<file path="config.mk">
export PLATFORM = sky130hd
export DESIGN_NAME = sdc_ctrl
export DESIGN_NICKNAME = d
export VERILOG_FILES = /design/src/sdc_pkg.sv /design/src/sdc_thresh.sv /design/src/sdc_dcest.sv /design/src/sdc_ctrl.sv
export SDC_FILE = /design/constraint.sdc
export NUM_CORES = 1
export LEC_CHECK = 0
export BUFFER_PORTS_ARGS = -buffer_cell sky130_fd_sc_hd__buf_4
export CELL_PAD_IN_SITES_DETAIL_PLACEMENT = 1
export CELL_PAD_IN_SITES_GLOBAL_PLACEMENT = 1
export CORE_MARGIN = 2
export CORE_UTILIZATION = 46
export CTS_CLUSTER_SIZE = 10
export DETAILED_ROUTE_END_ITERATION = 8
export PLACE_DENSITY_LB_ADDON = 0.1
export SYNTH_ARGS = -nofsm -noshare
export SYNTH_HDL_FRONTEND = slang
export SYNTH_HIERARCHICAL = 1
export SYNTH_SLANG_ARGS = --single-unit
</file>
<file path="constraint.sdc">
create_clock -name core_clk -period 8 [get_ports core_clk]
set_clock_uncertainty 0.2 [all_clocks]
set_input_delay 0.8 -clock core_clk [delete_from_list [all_inputs] [get_ports core_clk]]
set_output_delay 0.8 -clock core_clk [all_outputs]
set_load 0.03 [all_outputs]
</file>
<file path="src/sdc_pkg.sv">
// Register map, field positions and carriers for the sync/detect block
package sdc_pkg;
	localparam logic [12:0] ADDR_SYNC = 13'h100;
	localparam logic [12:0] ADDR_MIX = 13'h101;
	localparam logic [12:0] ADDR_FIR = 13'h102;
	localparam logic [12:0] ADDR_HB = 13'h103;
	localparam logic [12:0] ADDR_OFL = 13'h104;
	localparam logic [12:0] ADDR_CRS = 13'h105;
	localparam logic [12:0] ADDR_FHL = 13'h106;
	localparam logic [12:0] ADDR_FHH = 13'h107;
	localparam logic [12:0] ADDR_FLL = 13'h108;
	localparam logic [12:0] ADDR_FLH = 13'h109;
	localparam logic [12:0] ADDR_DWL = 13'h10A;
	localparam logic [12:0] ADDR_DWH = 13'h10B;
	localparam logic [12:0] ADDR_DCC = 13'h10C;
	localparam logic [12:0] ADDR_DCL = 13'h10D;
	localparam logic [12:0] ADDR_DCH = 13'h10E;
	localparam int SYNC_MASTER = 0;
	localparam int SYNC_DIV = 1;
	localparam int SYNC_DIV_ONE = 2;
	localparam int SYNC_OSC = 3;
	localparam int SYNC_OSC_ONE = 4;
	localparam int SYNC_HB = 5;
	localparam int SYNC_HB_ONE = 6;
	localparam int SYNC_MON = 7;
	localparam int MIX_EN = 0;
	localparam int MIX_ONE = 1;
	localparam int MIX_START = 4;
	localparam int FIR_EN = 0;
	localparam int FIR_CPLX = 1;
	localparam int FIR_MIXOFF = 2;
	localparam int FIR_GAIN = 3;
	localparam int HB_HIPASS = 1;
	localparam int HB_REV = 2;
	localparam int HB_PHASE = 3;
	localparam int OFL_EN = 0;
	localparam int OFL_MODE = 1;
	localparam int DC_MON = 0;
	localparam int DC_PATH = 1;
	localparam int DC_K = 2;
	localparam int DC_FREEZE = 6;
	localparam logic [7:0] REG_RST = 8'h00;
	localparam logic [7:0] MASK_MIX = 8'h33;
	localparam logic [7:0] MASK_FIR = 8'h0F;
	localparam logic [7:0] MASK_HB = 8'h0E;
	localparam logic [7:0] HB_FIXED_ONE = 8'h01;
	localparam logic [7:0] MASK_OFL = 8'h0F;
	localparam logic [7:0] MASK_CRS = 8'h07;
	localparam logic [7:0] MASK_HI5 = 8'h1F;
	localparam logic [7:0] MASK_DCC = 8'h7F;
	localparam logic [3:0] K_MAX = 4'hD;
	typedef struct packed {
		logic fir_en;
		logic cplx_out;
		logic mixer_off;
		logic fir_gain_one;
		logic hb_alt_phase;
		logic hb_reverse;
		logic hb_highpass;
		logic [1:0] mix_start;
		logic [2:0] ofl_mode;
		logic dc_mon_en;
		logic dc_path_en;
	} sdc_cfg_t;
	typedef struct packed {
		logic monitor;
		logic halfband;
		logic oscillator;
		logic divider;
		logic mixer;
	} sdc_sync_t;
	typedef struct packed {
		logic raise_gain_flag;
		logic fine_low_flag;
		logic fine_high_flag;
		logic coarse_flag;
	} sdc_flags_t;
endpackage

</file>
<file path="src/sdc_thresh.sv">
// Fast detect thresholds and dwell timing for one channel
`timescale 1ns/1ps
module sdc_thresh #(
	parameter int MW = 13,
	parameter int DW = 16
) (
	// Clock and reset
	input wire logic core_clk,
	input wire logic resetn,
	// Sample stream
	input wire logic samp_tick,
	input wire logic [MW-1:0] mag,
	// Limits
	input wire logic [2:0] coarse_lim,
	input wire logic [MW-1:0] hi_lim,
	input wire logic [MW-1:0] lo_lim,
	input wire logic [DW-1:0] dwell,
	// Flags
	output sdc_pkg::sdc_flags_t flags
);
	logic [DW-1:0] cnt_r;
	logic [DW-1:0] cnt_nxt;
	sdc_pkg::sdc_flags_t flags_r;
	sdc_pkg::sdc_flags_t flags_nxt;
	logic below;

	always_comb begin
		below = mag < lo_lim;
		cnt_nxt = cnt_r;
		flags_nxt = flags_r;
		if (samp_tick) begin
			// Saturating run length of low samples
			if (!below)
				cnt_nxt = '0;
			else if (cnt_r != {DW{1'b1}})
				cnt_nxt = cnt_r + 1'b1;
			flags_nxt.coarse_flag = mag[MW-1 -: 3] > coarse_lim;
			flags_nxt.fine_high_flag = mag > hi_lim;
			flags_nxt.fine_low_flag = below && cnt_nxt >= dwell;
			flags_nxt.raise_gain_flag = below && cnt_nxt >= dwell;
		end
	end

	always_ff @(posedge core_clk) begin
		if (!resetn) begin
			cnt_r <= '0;
			flags_r <= '0;
		end else begin
			cnt_r <= cnt_nxt;
			flags_r <= flags_nxt;
		end
	end

	assign flags = flags_r;
endmodule // sdc_thresh

</file>
<file path="src/sdc_dcest.sv">
// Running dc offset estimator with freeze and path removal
`timescale 1ns/1ps
module sdc_dcest #(
	parameter int DW = 14
) (
	// Clock and reset
	input wire logic core_clk,
	input wire logic resetn,
	// Sample stream
	input wire logic samp_tick,
	input wire logic signed [DW-1:0] samp,
	// Control
	input wire logic [3:0] k_sel,
	input wire logic freeze,
	input wire logic path_en,
	// Results
	output logic signed [DW-1:0] est,
	output logic signed [DW-1:0] corr
);
	localparam int AW = 2 * DW;
	logic signed [AW-1:0] acc_r;
	logic signed [AW-1:0] acc_nxt;
	logic signed [DW-1:0] corr_r;
	logic signed [DW-1:0] corr_nxt;
	logic signed [AW:0] diff;
	logic [3:0] k_eff;

	always_comb begin
		k_eff = (k_sel > sdc_pkg::K_MAX) ? sdc_pkg::K_MAX : k_sel;
		diff = {samp[DW-1], samp, {DW{1'b0}}} - {acc_r[AW-1], acc_r};
		acc_nxt = acc_r;
		corr_nxt = corr_r;
		if (samp_tick) begin
			if (!freeze)
				acc_nxt = acc_r + AW'(diff >>> k_eff);
			// Offset removed by adding the negated estimate
			corr_nxt = path_en ? DW'(samp - acc_r[AW-1 -: DW]) : samp;
		end
	end

	always_ff @(posedge core_clk) begin
		if (!resetn) begin
			acc_r <= '0;
			corr_r <= '0;
		end else begin
			acc_r <= acc_nxt;
			corr_r <= corr_nxt;
		end
	end

	assign est = acc_r[AW-1 -: DW];
	assign corr = corr_r;
endmodule // sdc_dcest

</file>
<file path="src/sdc_ctrl.sv">
// Sync gating, filter and output configuration, fast detect and dc readback
`timescale 1ns/1ps
module sdc_ctrl (
	// Clock and reset
	input wire logic core_clk,
	input wire logic resetn,
	// Register port from the serial controller
	input wire logic reg_wr,
	input wire logic reg_rd,
	input wire logic [12:0] reg_addr,
	input wire logic [7:0] reg_wdata,
	output logic [7:0] reg_rdata,
	// External sync pin
	input wire logic sync_pin,
	// Sample path, divided-clock strobe
	input wire logic samp_tick,
	input wire logic [12:0] mag_a,
	input wire logic [12:0] mag_b,
	input wire logic signed [13:0] samp_a,
	// Output mode status
	input wire logic lvds_ilv,
	input wire logic chan_a_on,
	input wire logic chan_b_on,
	// Gated sync pulses and configuration
	output sdc_pkg::sdc_sync_t sync_out,
	output sdc_pkg::sdc_cfg_t cfg_out,
	// Fast detect pins
	output sdc_pkg::sdc_flags_t overrange_flag_outputs,
	output logic overrange_flag_oe,
	// Offset-corrected channel A data
	output logic signed [13:0] corr_a
);
	logic [7:0] sync_r;
	logic [7:0] sync_nxt;
	logic [7:0] mix_r;
	logic [7:0] mix_nxt;
	logic [7:0] fir_r;
	logic [7:0] fir_nxt;
	logic [7:0] hb_r;
	logic [7:0] hb_nxt;
	logic [7:0] ofl_r;
	logic [7:0] ofl_nxt;
	logic [7:0] crs_r;
	logic [7:0] crs_nxt;
	logic [7:0] fhl_r;
	logic [7:0] fhl_nxt;
	logic [7:0] fhh_r;
	logic [7:0] fhh_nxt;
	logic [7:0] fll_r;
	logic [7:0] fll_nxt;
	logic [7:0] flh_r;
	logic [7:0] flh_nxt;
	logic [7:0] dwl_r;
	logic [7:0] dwl_nxt;
	logic [7:0] dwh_r;
	logic [7:0] dwh_nxt;
	logic [7:0] dcc_r;
	logic [7:0] dcc_nxt;
	logic [7:0] rdata_r;
	logic [7:0] rdata_nxt;
	logic sp1_r;
	logic sp2_r;
	logic sp3_r;
	logic pulse;
	logic master;
	sdc_pkg::sdc_sync_t go;
	sdc_pkg::sdc_sync_t sync_out_r;
	sdc_pkg::sdc_cfg_t cfg;
	sdc_pkg::sdc_flags_t flags_a;
	sdc_pkg::sdc_flags_t flags_b;
	sdc_pkg::sdc_flags_t ofl_out_r;
	sdc_pkg::sdc_flags_t ofl_out_nxt;
	logic ofl_oe_r;
	logic ofl_oe_nxt;
	logic alt_r;
	logic signed [13:0] est_a;

	// Readback mux, reserved bits zero, half-band bit 0 reads one
	function automatic logic [7:0] rd_mux(input logic [12:0] a,
		input logic signed [13:0] e);
		logic [7:0] v;
		v = 8'h00;
		case (a)
			sdc_pkg::ADDR_SYNC: v = sync_r;
			sdc_pkg::ADDR_MIX: v = mix_r;
			sdc_pkg::ADDR_FIR: v = fir_r;
			sdc_pkg::ADDR_HB: v = hb_r | sdc_pkg::HB_FIXED_ONE;
			sdc_pkg::ADDR_OFL: v = ofl_r;
			sdc_pkg::ADDR_CRS: v = crs_r;
			sdc_pkg::ADDR_FHL: v = fhl_r;
			sdc_pkg::ADDR_FHH: v = fhh_r;
			sdc_pkg::ADDR_FLL: v = fll_r;
			sdc_pkg::ADDR_FLH: v = flh_r;
			sdc_pkg::ADDR_DWL: v = dwl_r;
			sdc_pkg::ADDR_DWH: v = dwh_r;
			sdc_pkg::ADDR_DCC: v = dcc_r;
			sdc_pkg::ADDR_DCL: v = e[7:0];
			sdc_pkg::ADDR_DCH: v = {2'b00, e[13:8]};
			default: v = 8'h00;
		endcase
		return v;
	endfunction

	// Sync pin: two-stage synchroniser, then rising edge
	always_ff @(posedge core_clk) begin
		if (!resetn) begin
			sp1_r <= 1'b0;
			sp2_r <= 1'b0;
			sp3_r <= 1'b0;
		end else begin
			sp1_r <= sync_pin;
			sp2_r <= sp1_r;
			sp3_r <= sp2_r;
		end
	end

	always_comb begin
		pulse = sp2_r && !sp3_r;
		master = sync_r[sdc_pkg::SYNC_MASTER];
		go.monitor = pulse && master && sync_r[sdc_pkg::SYNC_MON];
		go.halfband = pulse && master && sync_r[sdc_pkg::SYNC_HB];
		go.oscillator = pulse && master && sync_r[sdc_pkg::SYNC_OSC];
		go.divider = pulse && master && sync_r[sdc_pkg::SYNC_DIV];
		go.mixer = pulse && master && mix_r[sdc_pkg::MIX_EN];
	end

	// Register writes; a software write wins over a one-shot clear
	always_comb begin
		sync_nxt = sync_r;
		mix_nxt = mix_r;
		fir_nxt = fir_r;
		hb_nxt = hb_r;
		ofl_nxt = ofl_r;
		crs_nxt = crs_r;
		fhl_nxt = fhl_r;
		fhh_nxt = fhh_r;
		fll_nxt = fll_r;
		flh_nxt = flh_r;
		dwl_nxt = dwl_r;
		dwh_nxt = dwh_r;
		dcc_nxt = dcc_r;
		if (go.halfband && sync_r[sdc_pkg::SYNC_HB_ONE])
			sync_nxt[sdc_pkg::SYNC_HB] = 1'b0;
		if (go.oscillator && sync_r[sdc_pkg::SYNC_OSC_ONE])
			sync_nxt[sdc_pkg::SYNC_OSC] = 1'b0;
		if (go.divider && sync_r[sdc_pkg::SYNC_DIV_ONE])
			sync_nxt[sdc_pkg::SYNC_DIV] = 1'b0;
		if (go.mixer && mix_r[sdc_pkg::MIX_ONE])
			mix_nxt[sdc_pkg::MIX_EN] = 1'b0;
		if (reg_wr) begin
			case (reg_addr)
				sdc_pkg::ADDR_SYNC: sync_nxt = reg_wdata;
				sdc_pkg::ADDR_MIX: mix_nxt = reg_wdata & sdc_pkg::MASK_MIX;
				sdc_pkg::ADDR_FIR: fir_nxt = reg_wdata & sdc_pkg::MASK_FIR;
				sdc_pkg::ADDR_HB: hb_nxt = reg_wdata & sdc_pkg::MASK_HB;
				sdc_pkg::ADDR_OFL: ofl_nxt = reg_wdata & sdc_pkg::MASK_OFL;
				sdc_pkg::ADDR_CRS: crs_nxt = reg_wdata & sdc_pkg::MASK_CRS;
				sdc_pkg::ADDR_FHL: fhl_nxt = reg_wdata;
				sdc_pkg::ADDR_FHH: fhh_nxt = reg_wdata & sdc_pkg::MASK_HI5;
				sdc_pkg::ADDR_FLL: fll_nxt = reg_wdata;
				sdc_pkg::ADDR_FLH: flh_nxt = reg_wdata & sdc_pkg::MASK_HI5;
				sdc_pkg::ADDR_DWL: dwl_nxt = reg_wdata;
				sdc_pkg::ADDR_DWH: dwh_nxt = reg_wdata;
				sdc_pkg::ADDR_DCC: dcc_nxt = reg_wdata & sdc_pkg::MASK_DCC;
				default: ;
			endcase
		end
		rdata_nxt = reg_rd ? rd_mux(reg_addr, est_a) : rdata_r;
	end

	always_ff @(posedge core_clk) begin
		if (!resetn) begin
			sync_r <= sdc_pkg::REG_RST;
			mix_r <= sdc_pkg::REG_RST;
			fir_r <= sdc_pkg::REG_RST;
			hb_r <= sdc_pkg::REG_RST;
			ofl_r <= sdc_pkg::REG_RST;
			crs_r <= sdc_pkg::REG_RST;
			fhl_r <= sdc_pkg::REG_RST;
			fhh_r <= sdc_pkg::REG_RST;
			fll_r <= sdc_pkg::REG_RST;
			flh_r <= sdc_pkg::REG_RST;
			dwl_r <= sdc_pkg::REG_RST;
			dwh_r <= sdc_pkg::REG_RST;
			dcc_r <= sdc_pkg::REG_RST;
			rdata_r <= sdc_pkg::REG_RST;
		end else begin
			sync_r <= sync_nxt;
			mix_r <= mix_nxt;
			fir_r <= fir_nxt;
			hb_r <= hb_nxt;
			ofl_r <= ofl_nxt;
			crs_r <= crs_nxt;
			fhl_r <= fhl_nxt;
			fhh_r <= fhh_nxt;
			fll_r <= fll_nxt;
			flh_r <= flh_nxt;
			dwl_r <= dwl_nxt;
			dwh_r <= dwh_nxt;
			dcc_r <= dcc_nxt;
			rdata_r <= rdata_nxt;
		end
	end

	// Configuration view of the control registers
	always_comb begin
		cfg.fir_en = fir_r[sdc_pkg::FIR_EN];
		cfg.cplx_out = fir_r[sdc_pkg::FIR_CPLX];
		cfg.mixer_off = fir_r[sdc_pkg::FIR_MIXOFF];
		cfg.fir_gain_one = fir_r[sdc_pkg::FIR_GAIN];
		cfg.hb_alt_phase = hb_r[sdc_pkg::HB_PHASE];
		cfg.hb_reverse = hb_r[sdc_pkg::HB_REV];
		cfg.hb_highpass = hb_r[sdc_pkg::HB_HIPASS];
		cfg.mix_start = mix_r[sdc_pkg::MIX_START +: 2];
		cfg.ofl_mode = ofl_r[sdc_pkg::OFL_MODE +: 3];
		cfg.dc_mon_en = dcc_r[sdc_pkg::DC_MON];
		cfg.dc_path_en = dcc_r[sdc_pkg::DC_PATH];
	end

	sdc_thresh #(.MW(13), .DW(16)) u_thr_a (
		.core_clk(core_clk),
		.resetn(resetn),
		.samp_tick(samp_tick),
		.mag(mag_a),
		.coarse_lim(crs_r[2:0]),
		.hi_lim({fhh_r[4:0], fhl_r}),
		.lo_lim({flh_r[4:0], fll_r}),
		.dwell({dwh_r, dwl_r}),
		.flags(flags_a)
	);

	sdc_thresh #(.MW(13), .DW(16)) u_thr_b (
		.core_clk(core_clk),
		.resetn(resetn),
		.samp_tick(samp_tick),
		.mag(mag_b),
		.coarse_lim(crs_r[2:0]),
		.hi_lim({fhh_r[4:0], fhl_r}),
		.lo_lim({flh_r[4:0], fll_r}),
		.dwell({dwh_r, dwl_r}),
		.flags(flags_b)
	);

	sdc_dcest #(.DW(14)) u_dc_a (
		.core_clk(core_clk),
		.resetn(resetn),
		.samp_tick(samp_tick),
		.samp(samp_a),
		.k_sel(dcc_r[sdc_pkg::DC_K +: 4]),
		.freeze(dcc_r[sdc_pkg::DC_FREEZE]),
		.path_en(dcc_r[sdc_pkg::DC_PATH]),
		.est(est_a),
		.corr(corr_a)
	);

	// Fast detect pins; interleaved mode alternates channels when both are on
	always_comb begin
		ofl_out_nxt = flags_a;
		ofl_oe_nxt = ofl_r[sdc_pkg::OFL_EN];
		if (lvds_ilv) begin
			ofl_oe_nxt = ofl_r[sdc_pkg::OFL_EN] &&
				(chan_a_on || chan_b_on);
			if (!chan_a_on || (chan_b_on && alt_r))
				ofl_out_nxt = flags_b;
		end
	end

	always_ff @(posedge core_clk) begin
		if (!resetn) begin
			ofl_out_r <= '0;
			ofl_oe_r <= 1'b0;
			alt_r <= 1'b0;
			sync_out_r <= '0;
		end else begin
			ofl_out_r <= ofl_out_nxt;
			ofl_oe_r <= ofl_oe_nxt;
			alt_r <= !alt_r;
			sync_out_r <= go;
		end
	end

	assign reg_rdata = rdata_r;
	assign sync_out = sync_out_r;
	assign cfg_out = cfg;
	assign overrange_flag_outputs = ofl_out_r;
	assign overrange_flag_oe = ofl_oe_r;
endmodule // sdc_ctrl

</file>
==> flow_summary.html, run 1 <==
<table>
<tr><th>Metric</th><th>Value</th></tr>
<tr><th colspan="2">Cells and area</th></tr>
<tr><td>Fill count</td><td>4151</td></tr>
<tr><td>Net count reported at finish</td><td>roughly 2.3k</td></tr>
<tr><td>Synth-to-layout area growth</td><td>9.55%</td></tr>
<tr><td>Most common cell after layout, fill and taps aside</td><td>nand2_1</td></tr>
<tr><td>Post-route core utilization</td><td>0.511</td></tr>
<tr><td>Layout cells sized above 1</td><td>0.118</td></tr>
<tr><td>Top library cells by usage in the layout, fill and taps aside</td><td>217 x nand2_1, 194 x nor2_1, 194 x a21oi_1</td></tr>
<tr><td>Number of antenna diodes</td><td>0</td></tr>
<tr><th colspan="2">Floorplanning</th></tr>
<tr><td>I/O pin cnt</td><td>116</td></tr>
<tr><td>Height of the die</td><td>188 um</td></tr>
<tr><td>Die Footprint</td><td>35400 um2</td></tr>
<tr><td>Effective utilization at floorplan</td><td>0.466</td></tr>
<tr><td>Die width</td><td>~190 um</td></tr>
<tr><td>Core region area</td><td>33400 um2</td></tr>
<tr><td>Number of rows created at floorplan</td><td>67</td></tr>
<tr><th colspan="2">GRT</th></tr>
<tr><td>GRT overflow</td><td>0</td></tr>
<tr><td>Gr usage total</td><td>0.303</td></tr>
<tr><td>Maximum number of pins on one net before global-route repair</td><td>82</td></tr>
<tr><td>Antenna violations before repair</td><td>0</td></tr>
<tr><td>Via count of the first global-routing pass</td><td>roughly 16k</td></tr>
<tr><td>Global-route wire length before repair</td><td>between 80 and 90 mm</td></tr>
<tr><th colspan="2">Logic synthesis</th></tr>
<tr><td>Xor/xnor share of the synthesized area</td><td>0.0353</td></tr>
<tr><td>Asr flop ratio synth</td><td>0</td></tr>
<tr><td>Number of warning messages in the yosys log</td><td>6</td></tr>
<tr><td>Cell taking the most area after synthesis</td><td>dfxtp_1</td></tr>
<tr><td>Post-synth design cell area</td><td>15600 um2</td></tr>
<tr><td>Post-synthesis share of cell area spent on full adders, half adders and majority gates</td><td>0.111</td></tr>
<tr><td>Post-Syn Instances</td><td>2051</td></tr>
<tr><td>Main combinational cell family by area after synthesis</td><td>compound AO/OA/AOI/OAI gates</td></tr>
<tr><td>Synthesized net count</td><td>2258</td></tr>
<tr><td>Mean instance size in the synthesized netlist</td><td>between 7 and 8 um2</td></tr>
<tr><td>Proportion of synthesized chip area in sequential cells</td><td>0.227</td></tr>
<tr><td>Number of enable-type register cells in the synthesized netlist</td><td>0</td></tr>
<tr><td>Largest cells by area after synthesis</td><td>dfxtp_1 23%, ha_1 11%, a21oi_1 6.2%</td></tr>
<tr><td>Synth Register Bits</td><td>177</td></tr>
<tr><td>Multiplexer fraction of the synthesized cell area</td><td>0.0739</td></tr>
<tr><td>Synthesized-area fraction occupied by ao, oa, aoi and oai cells</td><td>0.243</td></tr>
<tr><td>Top-area cell type share of the netlist area</td><td>0.227</td></tr>
<tr><td>Number of distinct standard cells referenced by the synthesized netlist</td><td>102</td></tr>
<tr><td>Synth Flop Type</td><td>dfxtp_1</td></tr>
<tr><td>Basic-gate share of the synthesized area counting and, or, nand and nor cells</td><td>0.231</td></tr>
<tr><th colspan="2">Power</th></tr>
<tr><td>Maximum vdd ir drop</td><td>0.192 mV</td></tr>
<tr><td>Power share of the sequential group</td><td>0.234</td></tr>
<tr><td>Power Density</td><td>between 200 and 300 nW/um2</td></tr>
<tr><td>Switching power</td><td>2.15 mW</td></tr>
<tr><td>Combinational power share</td><td>0.567</td></tr>
<tr><td>Fraction of power spent switching nets</td><td>0.455</td></tr>
<tr><td>Power share of the clock group</td><td>0.199</td></tr>
<tr><td>Int Power</td><td>~2.6 mW</td></tr>
<tr><td>P_leak</td><td>6.97 nW</td></tr>
<tr><th colspan="2">Route</th></tr>
<tr><td>DRC violation count after routing</td><td>0</td></tr>
<tr><td>First-pass DRT Iterations</td><td>6</td></tr>
<tr><td>Initial detailed-routing violation count</td><td>slightly above 1k</td></tr>
<tr><td>Routed length per placed instance</td><td>21.4 um</td></tr>
<tr><td>DR vias</td><td>15.5k</td></tr>
<tr><td>Remaining antenna violation count after routing</td><td>0</td></tr>
<tr><td>Average via count per standard cell</td><td>just over 6</td></tr>
<tr><td>Total length of routed wires</td><td>53.9 mm</td></tr>
<tr><th colspan="2">Clock tree</th></tr>
<tr><td>Number of instances resized during post-cts repair</td><td>0</td></tr>
<tr><td>CTS tree</td><td>built</td></tr>
<tr><td>Number of buffers added by the clock tree synthesis step</td><td>17</td></tr>
<tr><td>Number of buffers on the longest clock path</td><td>2</td></tr>
<tr><td>Buffers inserted by post-CTS timing repair</td><td>0</td></tr>
<tr><td>Clock-pin slew reported for the worst setup and hold paths after clock tree synthesis</td><td>0.07 ns</td></tr>
<tr><td>Hold_buf cts</td><td>0</td></tr>
<tr><td>Max H-tree Level</td><td>4</td></tr>
<tr><td>Clock insertion delay at the later pin of the skew report</td><td>0.45 ns</td></tr>
<tr><td>CTS root buffer</td><td>clkbuf_16</td></tr>
<tr><td>Total clock sinks</td><td>177</td></tr>
<tr><th colspan="2">Timing</th></tr>
<tr><td>Max-slew headroom at the worst pin</td><td>0.218</td></tr>
<tr><td>Final worst path period share</td><td>0.832</td></tr>
<tr><td>Maximum clock rate</td><td>between 150 and 200 MHz</td></tr>
<tr><td>Final-layout setup total negative slack</td><td>0 ns</td></tr>
<tr><td>Worst hold slack across all endpoints</td><td>0.231 ns</td></tr>
<tr><td>Worst Setup Slack, final</td><td>~1.3 ns</td></tr>
<tr><td>Post-route minimum period</td><td>between 6 and 7 ns</td></tr>
<tr><td>Unrepaired setup endpoints after global routing</td><td>false</td></tr>
<tr><td>Final setup viols</td><td>0</td></tr>
<tr><td>Final max-slew violation count</td><td>0</td></tr>
<tr><td>Worst Max-Slew Pin Slew</td><td>1.17 ns</td></tr>
<tr><td>Hold Fails Final Rpt</td><td>0</td></tr>
<tr><th colspan="2">Setup path</th></tr>
<tr><td>Most frequent cell on the critical path</td><td>o21ai_0</td></tr>
<tr><td>Data required time at the worst endpoint</td><td>about 8 ns</td></tr>
<tr><td>Worst stage delay on the critical path</td><td>0.55 ns</td></tr>
<tr><td>Max FO, Critical Path</td><td>7</td></tr>
<tr><td>Element type at the critical path end</td><td>flip-flop</td></tr>
<tr><td>Startpoint type of the worst setup path</td><td>input pin</td></tr>
<tr><td>Critical Setup Path Class</td><td>input pin to flip-flop</td></tr>
<tr><td>Sequence of cells on the critical path</td><td>buf_4 &gt; inv_1 &gt; ha_1 &gt; or4b_1 &gt; o41ai_2 &gt; o21a_1 &gt; a221oi_1 &gt; xnor2_1 &gt; a21oi_1 &gt; or3_1 &gt; o21ai_0 &gt; o21a_1 &gt; ha_1 &gt; a2111o_1 &gt; or3_1 &gt; o21ai_0 &gt; o21ai_0 &gt; a2111oi_0 &gt; nor3_1 &gt; nand3b_1 &gt; a21oi_1</td></tr>
<tr><td>Signal arrival time at the worst endpoint</td><td>around 6.8 ns</td></tr>
<tr><td>CP max-delay cell</td><td>a2111oi_0</td></tr>
<tr><th colspan="2">Placement</th></tr>
<tr><td>DPL Wire Length</td><td>41.2 mm</td></tr>
<tr><td>Post-placement setup slack</td><td>roughly 0.97 ns</td></tr>
<tr><td>Weighted congestion reported at the end of routability-driven placement</td><td>roughly 0.95</td></tr>
<tr><td>Number of port buffers</td><td>between 100 and 150</td></tr>
<tr><th colspan="2">Flow run</th></tr>
<tr><td>Maximum Capacitance Violations</td><td>0</td></tr>
<tr><th colspan="2">Min path</th></tr>
<tr><td>Classification of the worst-slack hold path</td><td>flip-flop to flip-flop</td></tr>
<tr><th colspan="2">Outcome</th></tr>
<tr><td>Outcome</td><td>complete, no violations</td></tr>
</table>
layer usage:
metal	vias to the layer above	routed length [um]	track usage
li1	7397	-	-
met1	7622	23400	0.374
met2	347	26600	0.535
met3	100	2070	0.0350
met4	0	1790	0.119
met5	-	0	0
worst paths after layout:
path / startpoint / to / slack (ns) / cells past startpoint
min: alt_r / alt_r / 0.23 / 1
max reg2reg: u_dc_a/acc_r[14] / u_dc_a/acc_r[20] / 1.36 / 19
min reg2reg: alt_r / alt_r / 0.23 / 1
max: samp_a[0] / u_dc_a/acc_r[20] / 1.35 / 21
state kept, by name (all words and copies together), names as in the netlist, 3 cells and up:
| name | count |
|---|---|
| fhh_r | 5 |
| dwh_r | 8 |
| u_thr_a/cnt_r | 16 |
| sync_out | 5 |
| u_thr_a/flags | 3 |
| flh_r | 5 |
| fll_r | 8 |
| fir_r | 4 |
| hb_r | 3 |
| u_thr_b/flags | 3 |
| u_thr_b/cnt_r | 16 |
| overrange_flag_outputs | 4 |
| dcc_r | 7 |
| crs_r | 3 |
| u_dc_a/corr | 14 |
| fhl_r | 8 |
| ofl_r | 4 |
| dwl_r | 8 |
| u_dc_a/acc_r | 28 |
| reg_rdata | 8 |
| mix_r | 4 |
| sync_r | 8 |
kinds of logic (layout without fill, tap and decap cells):
family / after synthesis / count (layout)
buffers and inverters: 282 / 298
DFF: 177 / 177
AOI/OAI and AO/OA: 573 / 573
and+or+nand+nor: 715 / 715
muxes: 105 / 105
xor gates and xnor gates: 62 / 62
adders and majority gates: 137 / 137
critical path: cells and delay by family:
family / cells / cell delay, ns
compound gates: 11 / 3.25
simple gates: 5 / 1.59
xor+xnor: 1 / 0.33
buf+inv: 2 / 0.14
fa+ha+maj: 2 / 0.72
through the flow:
| stage | area [um2] | power [mW] | instances |
|---|---|---|---|
| finish | 17100 | 4.73 | 2515 |
| global route | 17100 | 5.07 | 2515 |
| CTS | 17100 | 4.70 | 2515 |
| detailed placement | 16400 | 3.76 | 2483 |
| global placement | 16400 | 3.68 | 2483 |
| floorplan | 15600 | 3.10 | 2051 |
synthesized netlist by cell type (9+ instances only):
cell,number
nor2b_1,28
or3_1,16
buf_2,24
o21a_1,24
xor2_1,22
a22o_1,10
o21ai_0,79
a21o_1,44
buf_4,26
nor4_1,18
nor3b_1,10
dfxtp_1,177
o211a_1,12
a211oi_1,31
and2_1,16
a221oi_1,12
nand3_1,76
a21oi_1,194
a31o_2,9
mux2_2,11
mux2i_1,87
nor3_1,28
xnor2_1,39
a31oi_1,40
nor2_1,194
nand4_1,22
o21bai_1,9
clkbuf_1,90
ha_1,135
o211ai_1,11
nand2b_1,16
and3_1,9
nand2_1,217
inv_1,130
a311oi_1,10
cell type report:
cell class / instances / area [um2] / share of cell area
clock inverters: 13 / 198 / 0.0116
inverters: 134 / 503 / 0.0294
repair buffers: 132 / 991 / 0.0580
well taps: 448 / 561 / 0.0328
flip-flops and latches: 177 / 3540 / 0.207
clock buffers: 19 / 453 / 0.0265
multi-input cells: 1592 / 10800 / 0.634
power by group through the flow:
stage,Combinational [mW],Clock (mW),Sequential [mW]
2_1_floorplan,2.08,0,1.02
3_3_place_gp,2.56,0,1.12
3_5_place_dp,2.64,0,1.12
4_1_cts,2.65,0.952,1.10
5_1_grt,2.96,0.991,1.12
6_report,2.68,0.941,1.11
No activity file was read; power rests on OpenSTA's default activity.
==> run 2: changes to the inputs <==
- CORE_UTILIZATION: 46 -> 42
- clock period: 8 -> 6.09 ns (I/O delays scaled with it)
==> run 2 against run 1 <==
Effect of this change: first-iteration DRC count is 25% lower; highest routed layer unchanged; largest cell class unchanged; final cell count is 5.5% higher; sequential share of layout area is 1.0 points lower; clock-buffer cell count is 2 lower; critical path type is now flip-flop to flip-flop.
==> flow_summary.html, run 2 (same netlist as run 1, synthesis figures left out) <==
<table>
<tr><th>Metric</th><th>Value</th></tr>
<tr><th colspan="2">Clock tree</th></tr>
<tr><td>Hold_buf cts</td><td>0 (unchanged)</td></tr>
<tr><td>Max H-tree Level</td><td>4 (unchanged)</td></tr>
<tr><td>CTS root buffer</td><td>clkbuf_16</td></tr>
<tr><td>CTS tree</td><td>built</td></tr>
<tr><td>Clock insertion delay at the later pin of the skew report</td><td>0.46 ns (about the same)</td></tr>
<tr><td>Number of buffers added by the clock tree synthesis step</td><td>17 (unchanged)</td></tr>
<tr><td>Clock-pin slew reported for the worst setup and hold paths after clock tree synthesis</td><td>0.08 ns (about the same)</td></tr>
<tr><td>Number of buffers on the longest clock path</td><td>2 (unchanged)</td></tr>
<tr><td>Total clock sinks</td><td>177 (unchanged)</td></tr>
<tr><th colspan="2">Min path</th></tr>
<tr><td>Number of cells on the worst hold path</td><td>2 (+1)</td></tr>
<tr><td>Worst Hold Endpoint</td><td>sp1_r</td></tr>
<tr><td>Hold Startpoint</td><td>sync_pin</td></tr>
<tr><td>Classification of the worst-slack hold path</td><td>input pin to flip-flop</td></tr>
<tr><th colspan="2">Outcome</th></tr>
<tr><td>Outcome</td><td>complete, no violations</td></tr>
<tr><th colspan="2">Placement</th></tr>
<tr><td>DPL Wire Length</td><td>44.7 mm (+8.6%)</td></tr>
<tr><td>Area of placed instances</td><td>17300 um2 (+5.5%)</td></tr>
<tr><td>Number of port buffers</td><td>115 (unchanged)</td></tr>
<tr><td>Weighted congestion reported at the end of routability-driven placement</td><td>0.948 (-0.40%)</td></tr>
<tr><th colspan="2">Route</th></tr>
<tr><td>First-pass DRT Iterations</td><td>5 (-1)</td></tr>
<tr><td>Initial detailed-routing violation count</td><td>770 (-25%)</td></tr>
<tr><td>Routed length per placed instance</td><td>21.7 um (+1.4%)</td></tr>
<tr><td>Remaining antenna violation count after routing</td><td>0 (unchanged)</td></tr>
<tr><td>DR vias</td><td>16.0k (+3.2%)</td></tr>
<tr><td>Total length of routed wires</td><td>57.6 mm (+7.0%)</td></tr>
<tr><td>DRC violation count after routing</td><td>0 (unchanged)</td></tr>
<tr><td>Average via count per standard cell</td><td>6.02 (-2.1%)</td></tr>
<tr><th colspan="2">GRT</th></tr>
<tr><td>GRT overflow</td><td>0 (unchanged)</td></tr>
<tr><td>Gr usage total</td><td>0.297 (-0.00541)</td></tr>
<tr><td>Antenna violations before repair</td><td>0 (unchanged)</td></tr>
<tr><td>Global-route wire length before repair</td><td>91.3 mm (+6.2%)</td></tr>
<tr><td>Via count of the first global-routing pass</td><td>16.6k (+4.9%)</td></tr>
<tr><td>Maximum number of pins on one net before global-route repair</td><td>82 (unchanged)</td></tr>
<tr><th colspan="2">Power</th></tr>
<tr><td>Power Density</td><td>385 nW/um2 (+39%)</td></tr>
<tr><td>Power share of the clock group</td><td>0.158 (-0.041)</td></tr>
<tr><td>Power share of the sequential group</td><td>0.192 (-0.042)</td></tr>
<tr><td>Combinational power share</td><td>0.650 (+0.083)</td></tr>
<tr><td>Maximum vdd ir drop</td><td>0.220 mV (+15%)</td></tr>
<tr><td>Fraction of power spent switching nets</td><td>0.450 (-0.00514)</td></tr>
<tr><td>PnR Total Power</td><td>6.92 mW (+46%)</td></tr>
<tr><td>Int Power</td><td>3.81 mW (+48%)</td></tr>
<tr><td>Switching power</td><td>3.11 mW (+45%)</td></tr>
<tr><td>P_leak</td><td>7.52 nW (+7.9%)</td></tr>
<tr><th colspan="2">Cells and area</th></tr>
<tr><td>Net count reported at finish</td><td>2379 (+5.2%)</td></tr>
<tr><td>Layout cells sized above 1</td><td>0.170 (+0.0522)</td></tr>
<tr><td>Final instance area</td><td>18000 um2 (+5.2%)</td></tr>
<tr><td>Synth-to-layout area growth</td><td>15.2%</td></tr>
<tr><td>Most flop-heavy register</td><td>u_dc_a/acc_r</td></tr>
<tr><td>Number of antenna diodes</td><td>0 (unchanged)</td></tr>
<tr><td>Registers with the most flip-flops</td><td>u_dc_a/acc_r (28), u_thr_a/cnt_r (16), u_thr_b/cnt_r (16)</td></tr>
<tr><td>Top library cells by usage in the layout, fill and taps aside</td><td>250 x buf_4, 217 x nand2_1, 194 x nor2_1, 194 x a21oi_1, 177 x dfxtp_1</td></tr>
<tr><td>Most common cell after layout, fill and taps aside</td><td>buf_4</td></tr>
<tr><td>Number of flip-flops in the largest register</td><td>28 (unchanged)</td></tr>
<tr><th colspan="2">Floorplanning</th></tr>
<tr><td>Number of rows created at floorplan</td><td>70 (+4.5%)</td></tr>
<tr><td>Effective utilization at floorplan</td><td>0.426 (-0.0403)</td></tr>
<tr><td>Die width</td><td>197 um (+4.6%)</td></tr>
<tr><td>Height of the die</td><td>197 um (+4.6%)</td></tr>
<tr><td>Die Footprint</td><td>38700 um2 (+9.3%)</td></tr>
<tr><td>Core region area</td><td>36600 um2 (+9.5%)</td></tr>
<tr><td>I/O pin cnt</td><td>116 (unchanged)</td></tr>
<tr><th colspan="2">Setup path</th></tr>
<tr><td>Worst-case register-to-register setup slack</td><td>0.23 ns (-1.13 ns)</td></tr>
<tr><td>Critical Setup Path Class</td><td>flip-flop to flip-flop</td></tr>
<tr><td>Signal arrival time at the worst endpoint</td><td>6.04 ns (-0.80 ns)</td></tr>
<tr><td>Depth of the most critical reg-to-reg path</td><td>22 (+3)</td></tr>
<tr><td>Startpoint type of the worst setup path</td><td>flip-flop</td></tr>
<tr><td>Cell family contributing the most delay on the critical path</td><td>compound AO/OA/AOI/OAI gates</td></tr>
<tr><td>Sequence of cells on the critical path</td><td>ha_1 &gt; or4b_1 &gt; or4_4 &gt; a2111oi_2 &gt; a211oi_1 &gt; xnor2_2 &gt; buf_4 &gt; o21ai_1 &gt; a211oi_2 &gt; mux2i_1 &gt; a21oi_1 &gt; buf_4 &gt; ha_1 &gt; o21a_1 &gt; o21a_1 &gt; o21a_1 &gt; o2111ai_1 &gt; o21ai_0 &gt; a2111oi_2 &gt; nor3_1 &gt; nand3b_1 &gt; a21oi_1</td></tr>
<tr><td>Launch point of the worst path</td><td>u_dc_a/acc_r[14]</td></tr>
<tr><td>Data required time at the worst endpoint</td><td>6.27 ns (-1.91 ns)</td></tr>
<tr><td>Most frequent cell on the critical path</td><td>o21a_1</td></tr>
<tr><td>Launch instance of the worst register-to-register path</td><td>u_dc_a/acc_r[14]</td></tr>
<tr><td>CP bufs+invs</td><td>2 (unchanged)</td></tr>
<tr><td>End of the worst register-to-register path</td><td>u_dc_a/acc_r[20]</td></tr>
<tr><td>CP max-delay cell</td><td>or4b_1</td></tr>
<tr><td>Element type at the critical path end</td><td>flip-flop</td></tr>
<tr><td>Max FO, Critical Path</td><td>5 (-2)</td></tr>
<tr><td>Worst stage delay on the critical path</td><td>0.51 ns (-0.04 ns)</td></tr>
<tr><th colspan="2">Timing</th></tr>
<tr><td>Maximum clock rate</td><td>~170 MHz</td></tr>
<tr><td>Final max-slew violation count</td><td>0 (unchanged)</td></tr>
<tr><td>Worst Max-Slew Pin Slew</td><td>1.18 ns (+0.00792 ns)</td></tr>
<tr><td>Unrepaired setup endpoints after global routing</td><td>true</td></tr>
<tr><td>Final setup viols</td><td>0 (unchanged)</td></tr>
<tr><td>Post-route minimum period</td><td>5.86 ns</td></tr>
<tr><td>Max-slew headroom at the worst pin</td><td>0.213 (-0.00529)</td></tr>
<tr><td>Final worst path period share</td><td>0.962</td></tr>
<tr><td>Hold Fails Final Rpt</td><td>0 (unchanged)</td></tr>
<tr><th colspan="2">Flow run</th></tr>
<tr><td>Maximum Capacitance Violations</td><td>0 (unchanged)</td></tr>
</table>
run 2: cell count changes in the layout (fill, tap and decap cells not counted), moves of 3 or more:
cell and delta:
inv_6 +4, o21ai_0 -3, o21ai_1 +3, bufinv_16 -4, buf_4 +118
run 2: repair_timing:
action                                  in CTS  in global routing
cloned                                       0                  0
endpoints found under the hold margin        0                  0
endpoints found under the setup margin       1                 11
gates resized for setup                      1                 13
setup buffers                                0                  0
run 2: layout make-up:
cell class                 count  area (um2)
inverter                     134         503
multi-input combinational   1592       10900
tap                          468         586
fill                        4557       18600
timing repair buffer         250        1880
sequential                   177        3540
clock inverter                15         141
clock buffer                  17         425
run 2: worst max path at each step:
stage	endpoint	slack, ns	cells past startpoint
finish	u_dc_a/acc_r[20]	0.23	22
floorplan	u_dc_a/acc_r[20]	0.22	20
global route	u_dc_a/acc_r[20]	-0.04	22
global placement	u_dc_a/acc_r[27]	-0.22	26
CTS	u_dc_a/acc_r[27]	0.02	23
detailed placement	u_dc_a/acc_r[26]	-0.42	24
run 2: worst reg2reg max path: stages, from the launching register on:
cell and delay, ns:
dfxtp_1 0.34, ha_1 0.30, or4b_1 0.51, or4_4 0.49, a2111oi_2 0.31, a211oi_1 0.12, xnor2_2 0.18, buf_4 0.16
o21ai_1 0.07, a211oi_2 0.34, mux2i_1 0.21, a21oi_1 0.27, buf_4 0.15, ha_1 0.24, o21a_1 0.20, o21a_1 0.17
o21a_1 0.19, o2111ai_1 0.25, o21ai_0 0.20, a2111oi_2 0.46, nor3_1 0.10, nand3b_1 0.17, a21oi_1 0.15
run 2: through the flow:
| stage | setup WS, ns | cells | util | hold WS [ns] | setup TNS (ns) |
|---|---|---|---|---|---|
| finish | 0.234 | 2653 | 0.491 | 0.169 | 0 |
| global placement | -0.222 | 2621 | 0.474 | 0.208 | -0.877 |
| floorplan | 0.221 | 2051 | - | 0.192 | 0 |
| global route | -0.0393 | 2653 | 0.491 | 0.161 | -0.0532 |
| CTS | 0.0155 | 2653 | 0.489 | 0.146 | 0 |
| detailed placement | -0.425 | 2621 | 0.474 | 0.208 | -2.37 |
run 2: power groups by stage:
stage          logic [mW]  registers (mW)  clock network [mW]
4_1_cts              4.40            1.33                1.11
6_report             4.50            1.33                1.09
5_1_grt              4.90            1.34                1.16
3_5_place_dp         4.37            1.35                   0
3_3_place_gp         4.25            1.35                   0
2_1_floorplan        2.73            1.34                   0
run 2: routing by layer:
layer	vias to the layer above	part of all wire	GRT usage
met2	333	0.50	0.542
met5	-	0	0
met4	0	0.035	0.115
met1	7904	0.44	0.359
met3	97	0.028	0.0301
li1	7630	-	-
